$ cat config.mk
export PLATFORM = sky130hd
export DESIGN_NAME = cmo_top
export DESIGN_NICKNAME = d
export VERILOG_FILES = /design/src/verilog/cmo_pkg.sv /design/src/verilog/cmo_fifo.sv /design/src/verilog/cmo_ser.sv /design/src/verilog/cmo_top.sv
export SDC_FILE = /design/constraint.sdc
export NUM_CORES = 1
export LEC_CHECK = 0
export BUFFER_PORTS_ARGS = -buffer_cell sky130_fd_sc_hd__buf_2
export CORE_MARGIN = 2
export CORE_UTILIZATION = 60
export CTS_BUF_LIST = sky130_fd_sc_hd__clkbuf_16
export CTS_CLUSTER_DIAMETER = 120
export DETAILED_ROUTE_END_ITERATION = 16
export HOLD_SLACK_MARGIN = 0.02
export PLACE_DENSITY = 0.78
export SYNTH_ARGS = -nofsm -noshare
export SYNTH_HDL_FRONTEND = slang
export SYNTH_SLANG_ARGS = --single-unit
$ cat constraint.sdc
create_clock -name sys_clk -period 11.6 [get_ports sys_clk]
set_clock_uncertainty 0.2 [all_clocks]
set_input_delay 0 -clock sys_clk [delete_from_list [all_inputs] [get_ports sys_clk]]
set_output_delay 0 -clock sys_clk [all_outputs]
set_load 0.01 [all_outputs]
$ cat src/verilog/cmo_pkg.sv
// constants for the message object control and data block
// assumes a 32-bit apb slave with a 12-bit byte address
package cmo_pkg;
    localparam int CMO_AW = 12;
    localparam int CMO_DW = 32;
    localparam int CMO_SETS = 2;
    localparam int CMO_NBYTES = 8;
    localparam int CMO_BYTE_W = 8;
    localparam int CMO_FIFO_DEPTH = 16;
    // register offsets
    localparam logic [11:0] CMO_IF1_MCTL = 12'h038;
    localparam logic [11:0] CMO_IF1_DA_LO = 12'h03c;
    localparam logic [11:0] CMO_IF1_DA_HI = 12'h040;
    localparam logic [11:0] CMO_IF1_DB_LO = 12'h044;
    localparam logic [11:0] CMO_IF1_DB_HI = 12'h048;
    localparam logic [11:0] CMO_IF2_MCTL = 12'h098;
    localparam logic [11:0] CMO_IF2_DA_LO = 12'h09c;
    localparam logic [11:0] CMO_IF2_DA_HI = 12'h0a0;
    localparam logic [11:0] CMO_IF2_DB_LO = 12'h0a4;
    localparam logic [11:0] CMO_IF2_DB_HI = 12'h0a8;
    // message control field positions
    localparam int CMO_NEWDAT_BIT = 15;
    localparam int CMO_MSGLST_BIT = 14;
    localparam int CMO_PEND_BIT = 13;
    localparam int CMO_UMASK_BIT = 12;
    localparam int CMO_TX_IRQ_ENABLE_BIT = 11;
    localparam int CMO_RX_IRQ_ENABLE_BIT = 10;
    localparam int CMO_REMOTE_RESPONSE_ENABLE_BIT = 9;
    localparam int CMO_TXRQ_BIT = 8;
    localparam int CMO_EOB_BIT = 7;
    localparam int CMO_DLC_LSB = 0;
    localparam int CMO_DLC_W = 4;
    localparam logic [15:0] CMO_MCTL_WMASK = 16'hff8f;
    localparam logic [15:0] CMO_MCTL_RST = 16'h0000;
    localparam logic [7:0] CMO_DATA_RST = 8'h00;
    localparam logic [3:0] CMO_MAX_DLC = 4'h8;

    // bytes carried by a data length code
    function automatic logic [3:0] cmo_dlc_bytes(input logic [3:0] dlc);
        return (dlc > CMO_MAX_DLC) ? CMO_MAX_DLC : dlc;
    endfunction : cmo_dlc_bytes
endpackage : cmo_pkg

$ cat src/verilog/cmo_fifo.sv
// byte fifo with valid/ready on both sides
// assumes one clock; full and empty kept in flops
module cmo_fifo #(
    parameter int WIDTH = 8,
    parameter int DEPTH = 16
) (
    input wire logic sys_clk,
    input wire logic rst,
    input wire logic [WIDTH-1:0] in_data,
    input wire logic in_valid,
    output logic in_ready,
    output logic [WIDTH-1:0] out_data,
    output logic out_valid,
    input wire logic out_ready
);
    localparam int PW = $clog2(DEPTH);
    logic [WIDTH-1:0] mem_q [DEPTH];
    logic [PW-1:0] wr_ptr_q;
    logic [PW-1:0] rd_ptr_q;
    logic [PW:0] count_q;
    logic push;
    logic pop;

    assign push = in_valid && in_ready;
    assign pop = out_valid && out_ready;
    assign out_data = mem_q[rd_ptr_q];

    always_ff @(posedge sys_clk) begin
        if (push) begin
            mem_q[wr_ptr_q] <= in_data;
        end
    end

    always_ff @(posedge sys_clk or posedge rst) begin
        if (rst) begin
            wr_ptr_q <= '0;
            rd_ptr_q <= '0;
            count_q <= '0;
            in_ready <= 1'b1;
            out_valid <= 1'b0;
        end else begin
            if (push) begin
                wr_ptr_q <= PW'(wr_ptr_q + 1'b1);
            end
            if (pop) begin
                rd_ptr_q <= PW'(rd_ptr_q + 1'b1);
            end
            if (push && !pop) begin
                count_q <= (PW+1)'(count_q + 1'b1);
                in_ready <= (count_q != (PW+1)'(DEPTH - 1));
                out_valid <= 1'b1;
            end else if (pop && !push) begin
                count_q <= (PW+1)'(count_q - 1'b1);
                in_ready <= 1'b1;
                out_valid <= (count_q != (PW+1)'(1));
            end
        end
    end
endmodule : cmo_fifo

$ cat src/verilog/cmo_ser.sv
// frame data serializer, one bit per clock
// assumes start is only honoured while idle
module cmo_ser
    import cmo_pkg::*;
(
    input wire logic sys_clk,
    input wire logic rst,
    input wire logic start,
    input wire logic [63:0] data,
    input wire logic [3:0] nbytes,
    output logic bit_out,
    output logic bit_valid,
    output logic busy,
    output logic done
);
    wire logic [63:0] packed_d;
    logic [63:0] sh_q;
    logic [6:0] left_q;

    // byte 0 leads the frame
    for (genvar i = 0; i < CMO_NBYTES; i++) begin : g_pack
        assign packed_d[63-8*i -: 8] = data[8*i +: 8];
    end

    always_ff @(posedge sys_clk or posedge rst) begin
        if (rst) begin
            sh_q <= '0;
            left_q <= '0;
            busy <= 1'b0;
            done <= 1'b0;
            bit_out <= 1'b0;
            bit_valid <= 1'b0;
        end else begin
            done <= 1'b0;
            if (start && !busy) begin
                sh_q <= packed_d;
                left_q <= {nbytes, 3'b000};
                busy <= 1'b1;
                bit_valid <= 1'b0;
            end else if (busy) begin
                if (left_q != 7'h00) begin
                    bit_out <= sh_q[63];
                    bit_valid <= 1'b1;
                    sh_q <= {sh_q[62:0], 1'b0};
                    left_q <= 7'(left_q - 1'b1);
                end else begin
                    bit_valid <= 1'b0;
                    busy <= 1'b0;
                    done <= 1'b1;
                end
            end
        end
    end
endmodule : cmo_ser

$ cat src/verilog/cmo_top.sv
// message object control and data registers with rx byte fifo and tx serializer
// assumes apb master, and rx handler logic on the same clock
//
// Overview of operation
// - transmit irq enable set: successful transmission sets the pending flag.
// - receive irq enable set: successful reception sets the pending flag.
// - remote frame with response enable set sets transmit request.
// - transmit request reads one until the object's transmission completes.
// - end of buffer zero chains objects; one marks last or single; here the bit is only stored and driven on end_of_buffer, no chaining.
// - length code 0-8 gives byte count; 9-15 means eight bytes.
// - stored received data frame overwrites the object's length code.
// - data byte 0 goes first, byte 7 last, ascending order.
// - each data byte goes onto the bit stream msb first.
// - each data register holds two bytes in bits 15:0, upper reserved.
// - transmit request written by software, set by remote, cleared on send.
module cmo_top
    import cmo_pkg::*;
(
    input wire logic sys_clk,
    input wire logic rst,
    input wire logic [cmo_pkg::CMO_AW-1:0] paddr,
    input wire logic psel,
    input wire logic penable,
    input wire logic pwrite,
    input wire logic [cmo_pkg::CMO_DW-1:0] pwdata,
    output logic [cmo_pkg::CMO_DW-1:0] prdata,
    output logic pready,
    output logic pslverr,
    input wire logic [7:0] rx_byte,
    input wire logic rx_byte_valid,
    output logic rx_byte_ready,
    input wire logic rx_frame_end,
    input wire logic [3:0] rx_dlc,
    input wire logic rx_remote,
    input wire logic rx_set,
    output logic tx_bit,
    output logic tx_bit_valid,
    output logic tx_frame_done,
    output logic tx_frame_set,
    output wire logic [1:0] pending_interrupt_flag,
    output wire logic [1:0] transmit_request,
    output wire logic [1:0] end_of_buffer
);
    import cmo_pkg::*;

    logic [15:0] mctl_q [CMO_SETS];
    logic [15:0] mctl_d [CMO_SETS];
    logic [7:0] data_q [CMO_SETS][CMO_NBYTES];
    logic [7:0] stage_q [CMO_NBYTES];
    wire logic [1:0] wr_mctl;
    wire logic [1:0] wr_data;
    wire logic [1:0] commit_hit;
    wire logic [1:0] remote_hit;
    wire logic [1:0] txdone_hit;
    logic hit;
    logic hit_set;
    logic [2:0] hit_idx;
    logic wr_fire;
    logic [7:0] f_data;
    logic f_valid;
    logic f_pop;
    logic rx_push;
    logic [7:0] in_cnt_q;
    logic [7:0] out_cnt_q;
    logic [7:0] end_len_q;
    logic end_pend_q;
    logic end_set_q;
    logic [3:0] end_dlc_q;
    logic commit;
    logic ser_busy;
    logic ser_done;
    logic tx_start_q;
    logic tx_set_q;
    logic [63:0] tx_data;
    logic [3:0] tx_nbytes;

    // apb address decode
    always_comb begin
        logic [11:0] rel;
        rel = 12'h000;
        hit = 1'b0;
        hit_set = 1'b0;
        hit_idx = 3'd0;
        if (paddr >= CMO_IF1_MCTL && paddr <= CMO_IF1_DB_HI) begin
            rel = paddr - CMO_IF1_MCTL;
            hit = (paddr[1:0] == 2'b00);
        end else if (paddr >= CMO_IF2_MCTL && paddr <= CMO_IF2_DB_HI) begin
            rel = paddr - CMO_IF2_MCTL;
            hit = (paddr[1:0] == 2'b00);
            hit_set = 1'b1;
        end
        hit_idx = rel[4:2];
    end

    assign wr_fire = psel && penable && pready && pwrite && hit;

    // one wait state; writes land on the edge where pready is seen
    always_ff @(posedge sys_clk or posedge rst) begin
        if (rst) begin
            pready <= 1'b0;
            pslverr <= 1'b0;
            prdata <= '0;
        end else begin
            pready <= psel && penable && !pready;
            pslverr <= psel && penable && !pready && !hit;
            if (psel && penable && !pready) begin
                prdata <= '0;
                if (hit && hit_idx == 3'd0) begin
                    prdata <= {16'h0000, mctl_q[hit_set] & CMO_MCTL_WMASK};
                end else if (hit) begin
                    prdata <= {16'h0000, data_q[hit_set][2*hit_idx-1],
                               data_q[hit_set][2*hit_idx-2]};
                end
            end
        end
    end

    // rx bytes through the fifo
    assign rx_push = rx_byte_valid && rx_byte_ready;
    assign commit = end_pend_q && (out_cnt_q == end_len_q);
    assign f_pop = f_valid && !commit;

    cmo_fifo #(
        .WIDTH(CMO_BYTE_W),
        .DEPTH(CMO_FIFO_DEPTH)
    ) u_fifo (
        .sys_clk(sys_clk),
        .rst(rst),
        .in_data(rx_byte),
        .in_valid(rx_byte_valid),
        .in_ready(rx_byte_ready),
        .out_data(f_data),
        .out_valid(f_valid),
        .out_ready(f_pop)
    );

    // frame bookkeeping; a push on the end cycle opens the next frame
    always_ff @(posedge sys_clk or posedge rst) begin
        if (rst) begin
            in_cnt_q <= 8'h00;
            end_len_q <= 8'h00;
            end_pend_q <= 1'b0;
            end_set_q <= 1'b0;
            end_dlc_q <= 4'h0;
        end else begin
            if (rx_frame_end && !end_pend_q) begin
                in_cnt_q <= rx_push ? 8'h01 : 8'h00;
                end_len_q <= in_cnt_q;
                end_pend_q <= 1'b1;
                end_set_q <= rx_set;
                end_dlc_q <= rx_dlc;
            end else begin
                if (rx_push) begin
                    in_cnt_q <= 8'(in_cnt_q + 1'b1);
                end
                if (commit) begin
                    end_pend_q <= 1'b0;
                end
            end
        end
    end

    // drained bytes land in byte order
    always_ff @(posedge sys_clk or posedge rst) begin
        if (rst) begin
            out_cnt_q <= 8'h00;
            for (int b = 0; b < CMO_NBYTES; b++) begin
                stage_q[b] <= CMO_DATA_RST;
            end
        end else if (commit) begin
            out_cnt_q <= 8'h00;
        end else if (f_pop) begin
            out_cnt_q <= 8'(out_cnt_q + 1'b1);
            if (out_cnt_q < 8'(CMO_NBYTES)) begin
                stage_q[out_cnt_q[2:0]] <= f_data;
            end
        end
    end

    // tx launch, object of set 0 first
    always_ff @(posedge sys_clk or posedge rst) begin
        if (rst) begin
            tx_start_q <= 1'b0;
            tx_set_q <= 1'b0;
            tx_frame_set <= 1'b0;
        end else begin
            tx_start_q <= 1'b0;
            if (!ser_busy && !ser_done && !tx_start_q && (mctl_q[0][CMO_TXRQ_BIT] ||
                    mctl_q[1][CMO_TXRQ_BIT])) begin
                tx_start_q <= 1'b1;
                tx_set_q <= !mctl_q[0][CMO_TXRQ_BIT];
            end
            if (tx_start_q) begin
                tx_frame_set <= tx_set_q;
            end
        end
    end

    always_comb begin
        for (int b = 0; b < CMO_NBYTES; b++) begin
            tx_data[8*b +: 8] = data_q[tx_set_q][b];
        end
        tx_nbytes = cmo_dlc_bytes(mctl_q[tx_set_q][CMO_DLC_LSB +: CMO_DLC_W]);
    end

    cmo_ser u_ser (
        .sys_clk(sys_clk),
        .rst(rst),
        .start(tx_start_q),
        .data(tx_data),
        .nbytes(tx_nbytes),
        .bit_out(tx_bit),
        .bit_valid(tx_bit_valid),
        .busy(ser_busy),
        .done(ser_done)
    );

    assign tx_frame_done = ser_done;

    // per interface set control and data
    for (genvar s = 0; s < CMO_SETS; s++) begin : g_set
        assign wr_mctl[s] = wr_fire && (hit_set == s) && (hit_idx == 3'd0);
        assign wr_data[s] = wr_fire && (hit_set == s) && (hit_idx != 3'd0);
        assign commit_hit[s] = commit && (end_set_q == s);
        assign remote_hit[s] = rx_remote && (rx_set == s);
        assign txdone_hit[s] = ser_done && (tx_set_q == s);
        assign pending_interrupt_flag[s] = mctl_q[s][CMO_PEND_BIT];
        assign transmit_request[s] = mctl_q[s][CMO_TXRQ_BIT];
        assign end_of_buffer[s] = mctl_q[s][CMO_EOB_BIT];

        // hardware events applied after software so a set wins
        always_comb begin
            mctl_d[s] = mctl_q[s];
            if (wr_mctl[s]) begin
                mctl_d[s] = pwdata[15:0] & CMO_MCTL_WMASK;
            end
            if (txdone_hit[s]) begin
                mctl_d[s][CMO_TXRQ_BIT] = 1'b0;
                if (mctl_q[s][CMO_TX_IRQ_ENABLE_BIT]) begin
                    mctl_d[s][CMO_PEND_BIT] = 1'b1;
                end
            end
            if (remote_hit[s] && mctl_q[s][CMO_REMOTE_RESPONSE_ENABLE_BIT]) begin
                mctl_d[s][CMO_TXRQ_BIT] = 1'b1;
            end
            if (commit_hit[s]) begin
                if (mctl_q[s][CMO_NEWDAT_BIT]) begin
                    mctl_d[s][CMO_MSGLST_BIT] = 1'b1;
                end
                mctl_d[s][CMO_NEWDAT_BIT] = 1'b1;
                mctl_d[s][CMO_DLC_LSB +: CMO_DLC_W] = end_dlc_q;
                if (mctl_q[s][CMO_RX_IRQ_ENABLE_BIT]) begin
                    mctl_d[s][CMO_PEND_BIT] = 1'b1;
                end
            end
        end

        always_ff @(posedge sys_clk or posedge rst) begin
            if (rst) begin
                mctl_q[s] <= CMO_MCTL_RST;
            end else begin
                mctl_q[s] <= mctl_d[s];
            end
        end

        always_ff @(posedge sys_clk or posedge rst) begin
            if (rst) begin
                for (int b = 0; b < CMO_NBYTES; b++) begin
                    data_q[s][b] <= CMO_DATA_RST;
                end
            end else if (commit_hit[s]) begin
                for (int b = 0; b < CMO_NBYTES; b++) begin
                    data_q[s][b] <= stage_q[b];
                end
            end else if (wr_data[s]) begin
                data_q[s][2*hit_idx-2] <= pwdata[7:0];
                data_q[s][2*hit_idx-1] <= pwdata[15:8];
            end
        end
    end
endmodule : cmo_top

==> results of run 1 <==
[cell usage after synthesis (3+ instances only)]
cell      number
dfrtp_1      358
mux2i_1      301
nand2_1      260
o21ai_0      245
edfxtp_1     128
nor2_1       118
clkbuf_1     112
a21oi_1       80
o211ai_1      76
mux4_2        48
mux2_2        39
buf_4         32
buf_1         23
ha_1          21
nand2b_1      20
xnor2_1       20
and2_1        18
inv_1         18
a22oi_1       14
nand3_1       14
nand4_1       14
o32a_1        11
xor2_1        11
buf_2         10
nor3_1        10
a221oi_1       9
nand3_2        8
nor2b_1        8
o21ai_1        8
and3_1         4
or3_1          4
nor4b_1        3
o22ai_1        3
[area by class of cell]
class | count | area [sq um] | share of cell area [%]
Clock buffer | 51 | 1280 | 4.86
Clock inverter | 40 | 236 | 0.900
Multi-Input combinational cell | 1421 | 10100 | 38.6
Antenna cell | 2 | 5.00 | 0.0190
Tap cell | 518 | 648 | 2.47
Timing Repair Buffer | 149 | 1060 | 4.04
Inverter | 19 | 80.1 | 0.305
Sequential cell | 487 | 12800 | 48.8
[layout by cell type, fill, tap and decap left out, types with 4 or more instances in the layout]
master / instances
a21oi_1: 79
a221oi_1: 9
a22oi_1: 14
and2_1: 18
and3_1: 4
buf_2: 77
buf_4: 22
clkbuf_16: 51
clkinv_1: 16
clkinv_2: 8
conb_1: 16
dfrtp_1: 355
dlygate4sd3_1: 49
edfxtp_1: 128
ha_1: 21
inv_1: 25
mux2_2: 39
mux2i_1: 301
mux4_2: 48
nand2_1: 259
nand2b_1: 20
nand3_1: 14
nand3_2: 8
nand4_1: 14
nor2_1: 118
nor2b_1: 7
nor3_1: 10
o211ai_1: 76
o21ai_0: 243
o21ai_1: 10
o32a_1: 11
or3_1: 4
xnor2_1: 20
xor2_1: 11
[registers in the layout, summed over array words and instances, names as in the netlist, 4 cells and up]
register,cells
u_ser.sh_q,64
end_dlc_q,4
end_len_q,8
in_cnt_q,8
u_fifo.count_q,5
u_fifo.mem_q,128
mctl_q,20
prdata,16
u_ser.left_q,7
stage_q,64
u_fifo.rd_ptr_q,4
out_cnt_q,8
data_q,128
u_fifo.wr_ptr_q,4
[metal layers]
layer,up-vias,GRT usage [%],share of wire (%)
li1,7611,-,-
met4,0,12.0,3.9
met1,8505,40.8,41
met3,158,4.27,7.2
met5,-,0,0
met2,707,48.5,48
[power groups by stage]
stage	Sequential, uW	Clock (uW)	Combinational, uW
after CTS	2800	1530	1800
after global placement	2790	0	1690
after global routing	2880	1600	1990
final	2810	1510	1800
after floorplan	2630	0	1380
after detailed placement	2820	0	1760
[logic make-up (layout without fill, tap and decap cells)]
family / count (synthesis) / after routing / synth area share (%)
simple gates: 503 / 503 / 9.61
flops: 487 / 487 / 54.0
compound gates: 462 / 462 / 11.3
mux: 388 / 388 / 19.1
buf+inv: 198 / 259 / 3.75
xor+xnor: 31 / 31 / 1.14
fa+ha+maj: 21 / 21 / 1.11
other cells: 1 / 18 / 0.0158
[per-stage QoR]
step                instances  util, %  area [sq um]
CTS                      2685     67.5         26300
finish                   2687     67.5         26300
floorplan                2106        -         23800
detailed placement       2545     62.4         24300
global route             2686     67.5         26300
global placement         2545     62.4         24300
[worst max-delay path: cells and delay by family]
kind	cells	cell delay, ps
AND/OR/NAND/NOR	6	2260
buffers and inverters	4	1770
AO/OA/AOI/OAI	2	610
adder cells (fa/ha/maj)	1	250
multiplexers	1	250
[worst paths after layout]
path | startpoint | to | slack [ps] | cells past startpoint
max | paddr[2] | transmit_request[0] | 6710 | 14
min | paddr[0] | prdata[0] | 40 | 6
max reg2reg | u_fifo.rd_ptr_q[0] | stage_q[43] | 8220 | 5
min reg2reg | u_ser.bit_valid | u_ser.bit_valid | 270 | 2
max in group asynchronous | rst | tx_start_q | 9110 | 5
min in group asynchronous | rst | in_cnt_q[7] | 540 | 4
[repair_timing]
action	CTS	global route
endpoints found under the hold margin	441	0
hold buffers	49	0
setup buffers	0	0
==> metrics.txt, run 1 <==
slowest cell delay on critical path=760 ps; global-route wire length before repair=94,300 microns; wire per inst=22.6 microns; DIE WIDTH=203 microns; DRC=0; pwr dens=233 mW/mm^2; Area growth syn-to-layout=10.6%; crit share post-route=42.1%; Max Transition Viols Final=0; Rel. slew slack=18.0%; internal power=3910 uW; Setup WS pre-CTS=6490 ps; power share of the clock group=24.7%; average vias per placed instance=6.32; DR pass1 iterations=5; cts bufs inserted=50; max cap viols=0; final hold vios=0; Worst setup SP type=primary input; CP Class=in2reg; Detail Route Antenna Nets=0; Final setup viols=0; num rows=72; Synth Warn #=0; CP max-delay cell=nor3_2; Yosys top cell area share=37.7%; Gates resized, CTS repair=0; ys async rst share=73.7%; outcome=complete, no violations; Critical Path Fanout Max=28; Skew-Pair Late Insertion Delay=600 ps; clk buf depth=3; ranking of synthesized cells by area=dfrtp_1 (38%), edfxtp_1 (16%), mux2i_1 (13%); vias=16,981; Peak VDD IR=0.000173 V; sequential fraction of the synthesis area=54.0%; HPWL after detailed placement=37,600 microns; Comb power frac=29.4%; vias in the first global route=16,392; die height=203 microns; initial antenna violation count=1; CTS tree=done; starting density of the core=61.1%; global-route usage over all layers=29.8%; Boundary Pins=110; share of cells above drive strength 1=13.1%; Seq pwr share=45.9%; die area=0.0412 sq mm; Placer Congestion=0.852; setup TNS=0 ps; area leader, netlist=dfrtp_1; largest net degree at the start of global routing=167; number of cells produced by synthesis=2,091; Net Sw Frac=36.2%; Leak=0.0121 uW; Worst Path Arrival=5170 ps; Core ar.=0.0389 sq mm; Reg clk slew, reported paths=60 ps; Yosys cell types=62; H-tree depth=2; Clk Tree Root Cell=clkbuf_16; top_reg_cell synth=dfrtp_1; Crit. End Element=flip-flop; CP Data Required Time=11,880 ps; initial DRC count=1,905; worst path cell trace=buf_2 -> nor3_1 -> a221oi_2 -> or2_1 -> buf_4 -> nand2_1 -> and2_1 -> inv_1 -> ha_1 -> nand3_1 -> nor3_2 -> mux2i_1 -> o21ai_0 -> dlygate4sd3_1; Worst-Margin Slew=1220 ps; Synth Register Bits=487; fmax=205 MHz; Post-Syn Area=0.0238 sq mm; EDFF count, synth=128; clock sink count=487; RSZ-0062 raised after global routing=false; port buffer count=77; Post-layout nets=2,214; number of fill cells=2,838; Mapped Avg Cell Area=11.4 sq um; routed wire length=60,700 microns; Final WS setup=6710 ps; Tot Pwr=6120 uW; global route overflow=0; min cycle time layout=4890 ps; switching power=2220 uW; Hold WS=40.8 ps; Hold Crit Class=in2reg
No activity file was read; power rests on OpenSTA's default activity.
==> run 2: changes to the inputs <==
==> constraint.sdc (replaced) <==
create_clock -name sys_clk -period 4.7 [get_ports sys_clk]
set_clock_uncertainty 0.2 [all_clocks]
set_input_delay 0 -clock sys_clk [delete_from_list [all_inputs] [get_ports sys_clk]]
set_output_delay 0 -clock sys_clk [all_outputs]
set_load 0.01 [all_outputs]
==> run 2 against run 1 <==
Compared with the run above: combinational power rose to 2.5 times the previous value; core utilization is 0.56 points higher; non-clock buffer count is 11 higher; worst setup slack got worse by 6100 ps; cell area rose by 0.83%; total power grew to 2.5 times the previous value; clock-buffer cell count is the same; first-iteration DRC count shrank 8.7%; worst hold slack better by 6.9 ps; cell count rose by 0.60%; die area unchanged; largest cell class unchanged; largest power group unchanged.
==> metrics.txt, run 2 (same netlist as run 1, synthesis figures left out) <==
share of cells above drive strength 1=13.6% (was 13.1%); routed wire length=62,300 microns (was 60,700 microns); starting density of the core=61.1% (unchanged); post-CTS setup buffer count=0 (unchanged); CTS tree=done (unchanged); vias in the first global route=16,828 (was 16,392); H-tree depth=2 (unchanged); Post-layout nets=2,225 (was 2,214); Detail Route Antenna Nets=0 (unchanged); Final setup viols=0 (unchanged); largest net degree at the start of global routing=139 (was 167); fmax=247 MHz; clock sink count=487 (unchanged); CP Class=in2reg (unchanged); Worst-Margin Slew=1280 ps (was 1220 ps); Peak VDD IR=0.000497 V (was 0.000173 V); Non-Filler Instances=2,703 (was 2,687); CP max-delay cell=nand3_2 (was nor3_2); vias=17,155 (was 16,981); clk buf depth=3 (unchanged); port buffer count=77 (unchanged); crit share post-route=86.2%; DIE WIDTH=203 microns (unchanged); Core ar.=0.0389 sq mm (unchanged); CP Data Required Time=4940 ps (was 11,880 ps); Hold Crit Class=in2reg (unchanged); DRC=0 (unchanged); slowest cell delay on critical path=810 ps (was 760 ps); Boundary Pins=110 (unchanged); Worst setup SP type=primary input (unchanged); die area=0.0412 sq mm (unchanged); global-route usage over all layers=30.6% (was 29.8%); wire per inst=23.1 microns (was 22.6 microns); Clk Tree Root Cell=clkbuf_16 (unchanged); placed cells=2,552 (was 2,545); average vias per placed instance=6.35 (was 6.32); commonest non-fill, non-tap cell in the layout=dfrtp_1 (unchanged); die height=203 microns (unchanged); Rel. slew slack=13.8% (was 18.0%); Critical Path Fanout Max=16 (was 28); num rows=72 (unchanged); global route overflow=0 (unchanged); Skew-Pair Late Insertion Delay=600 ps (about the same); worst path cell trace=dlygate4sd3_1 -> buf_2 -> nor3_1 -> nand4b_1 -> a21o_1 -> nand2_1 -> and2_1 -> inv_1 -> ha_1 -> nand3b_1 -> a211oi_4 -> nand3_2 -> mux2i_1 -> o21ai_0 (was buf_2 -> nor3_1 -> a221oi_2 -> or2_1 -> buf_4 -> nand2_1 -> and2_1 -> inv_1 -> ha_1 -> nand3_1 -> nor3_2 -> mux2i_1 -> o21ai_0 -> dlygate4sd3_1); multi-input logic area=0.0101 sq mm (unchanged); global-route wire length before repair=96,800 microns (was 94,300 microns); R2R Setup Slk=1450 ps (was 8220 ps); most frequent cells in the layout=dfrtp_1 (355), mux2i_1 (301), nand2_1 (259), o21ai_0 (244), edfxtp_1 (128) (was dfrtp_1 (355), mux2i_1 (301), nand2_1 (259), o21ai_0 (243), edfxtp_1 (128)); initial antenna violation count=6 (was 1); Reg clk slew, reported paths=60 ps (about the same); cts bufs inserted=50 (unchanged); initial DRC count=1,739 (was 1,905); min cycle time layout=4050 ps; Hold WS=47.7 ps (was 40.8 ps); max cap viols=0 (unchanged); Crit. End Element=flip-flop (unchanged); HPWL after detailed placement=38,800 microns (was 37,600 microns); outcome=complete, no violations (unchanged); Reg area=0.0128 sq mm (unchanged); DR pass1 iterations=6 (was 5); Placer Congestion=0.850 (was 0.852); pwr dens=583 mW/mm^2 (was 233 mW/mm^2); RSZ-0062 raised after global routing=false (unchanged); Max Transition Viols Final=0 (unchanged); Area growth syn-to-layout=11.5% (was 10.6%); Leak=0.0122 uW (was 0.0121 uW); Worst Path Arrival=4290 ps (was 5170 ps); Regs by FF count=data_q: 128 flops, u_fifo.mem_q: 128 flops (unchanged); number of fill cells=2,826 (was 2,838); final hold vios=0 (unchanged)
## run 2: through the flow
stage / util [%] / TNS (ps) / total power (uW) / cell area (sq um) / setup WS, ps
final: 68.1 / 0 / 15500 / 26500 / 649
after global routing: 68.1 / 0 / 16300 / 26500 / 425
after CTS: 68.0 / 0 / 15400 / 26500 / 721
after detailed placement: 62.6 / 0 / 11400 / 24300 / 578
after global placement: 62.6 / 0 / 11100 / 24300 / 778
after floorplan: - / -111510 / 9890 / 23800 / -311
## run 2: path summary, 6_finish.rpt
check,startpoint,depth (start not counted),to
setup / recovery,paddr[1],14,data_q[119]
hold / removal,paddr[11],7,prdata[15]
setup reg to reg,pready,5,data_q[119]
hold reg to reg,u_ser.sh_q[0],2,u_ser.sh_q[0]
max in group asynchronous,rst,6,u_ser.sh_q[3]
min in group asynchronous,rst,5,data_q[60]
## run 2: worst max-delay path, delay by kind of cell
kind	cells	cell delay (ps)
AO/OA/AOI/OAI	3	1000
adder cells (fa/ha/maj)	1	190
buffers and inverters	3	750
multiplexers	1	440
AND/OR/NAND/NOR	6	1910
## run 2: timing repair
item,CTS,global route
hold buffers,52,0
endpoints found under the hold margin,538,0
resized for setup,0,0
## run 2: report_power, final
group | switching [uW] | internal [uW]
registers | 1310 | 5710
logic | 2570 | 1930
clock network | 1680 | 2250
total | 5570 | 9890
## run 2: area by class of cell
type / count / area share (%)
sequential: 487 / 48.4
multi-input combinational: 1421 / 38.3
clock buffer: 51 / 4.82
timing repair buffer: 160 / 4.44
tap: 518 / 2.45
clock inverter: 42 / 1.27
inverter: 19 / 0.288
antenna: 5 / 0.0472
## run 2: layer usage
metal	vias to the layer above	GRT usage, %	routed length, microns
met5	-	0	8
met4	2	12.4	2330
met3	137	5.06	4720
met2	736	50.9	30200
met1	8646	40.5	25000
li1	7634	-	-
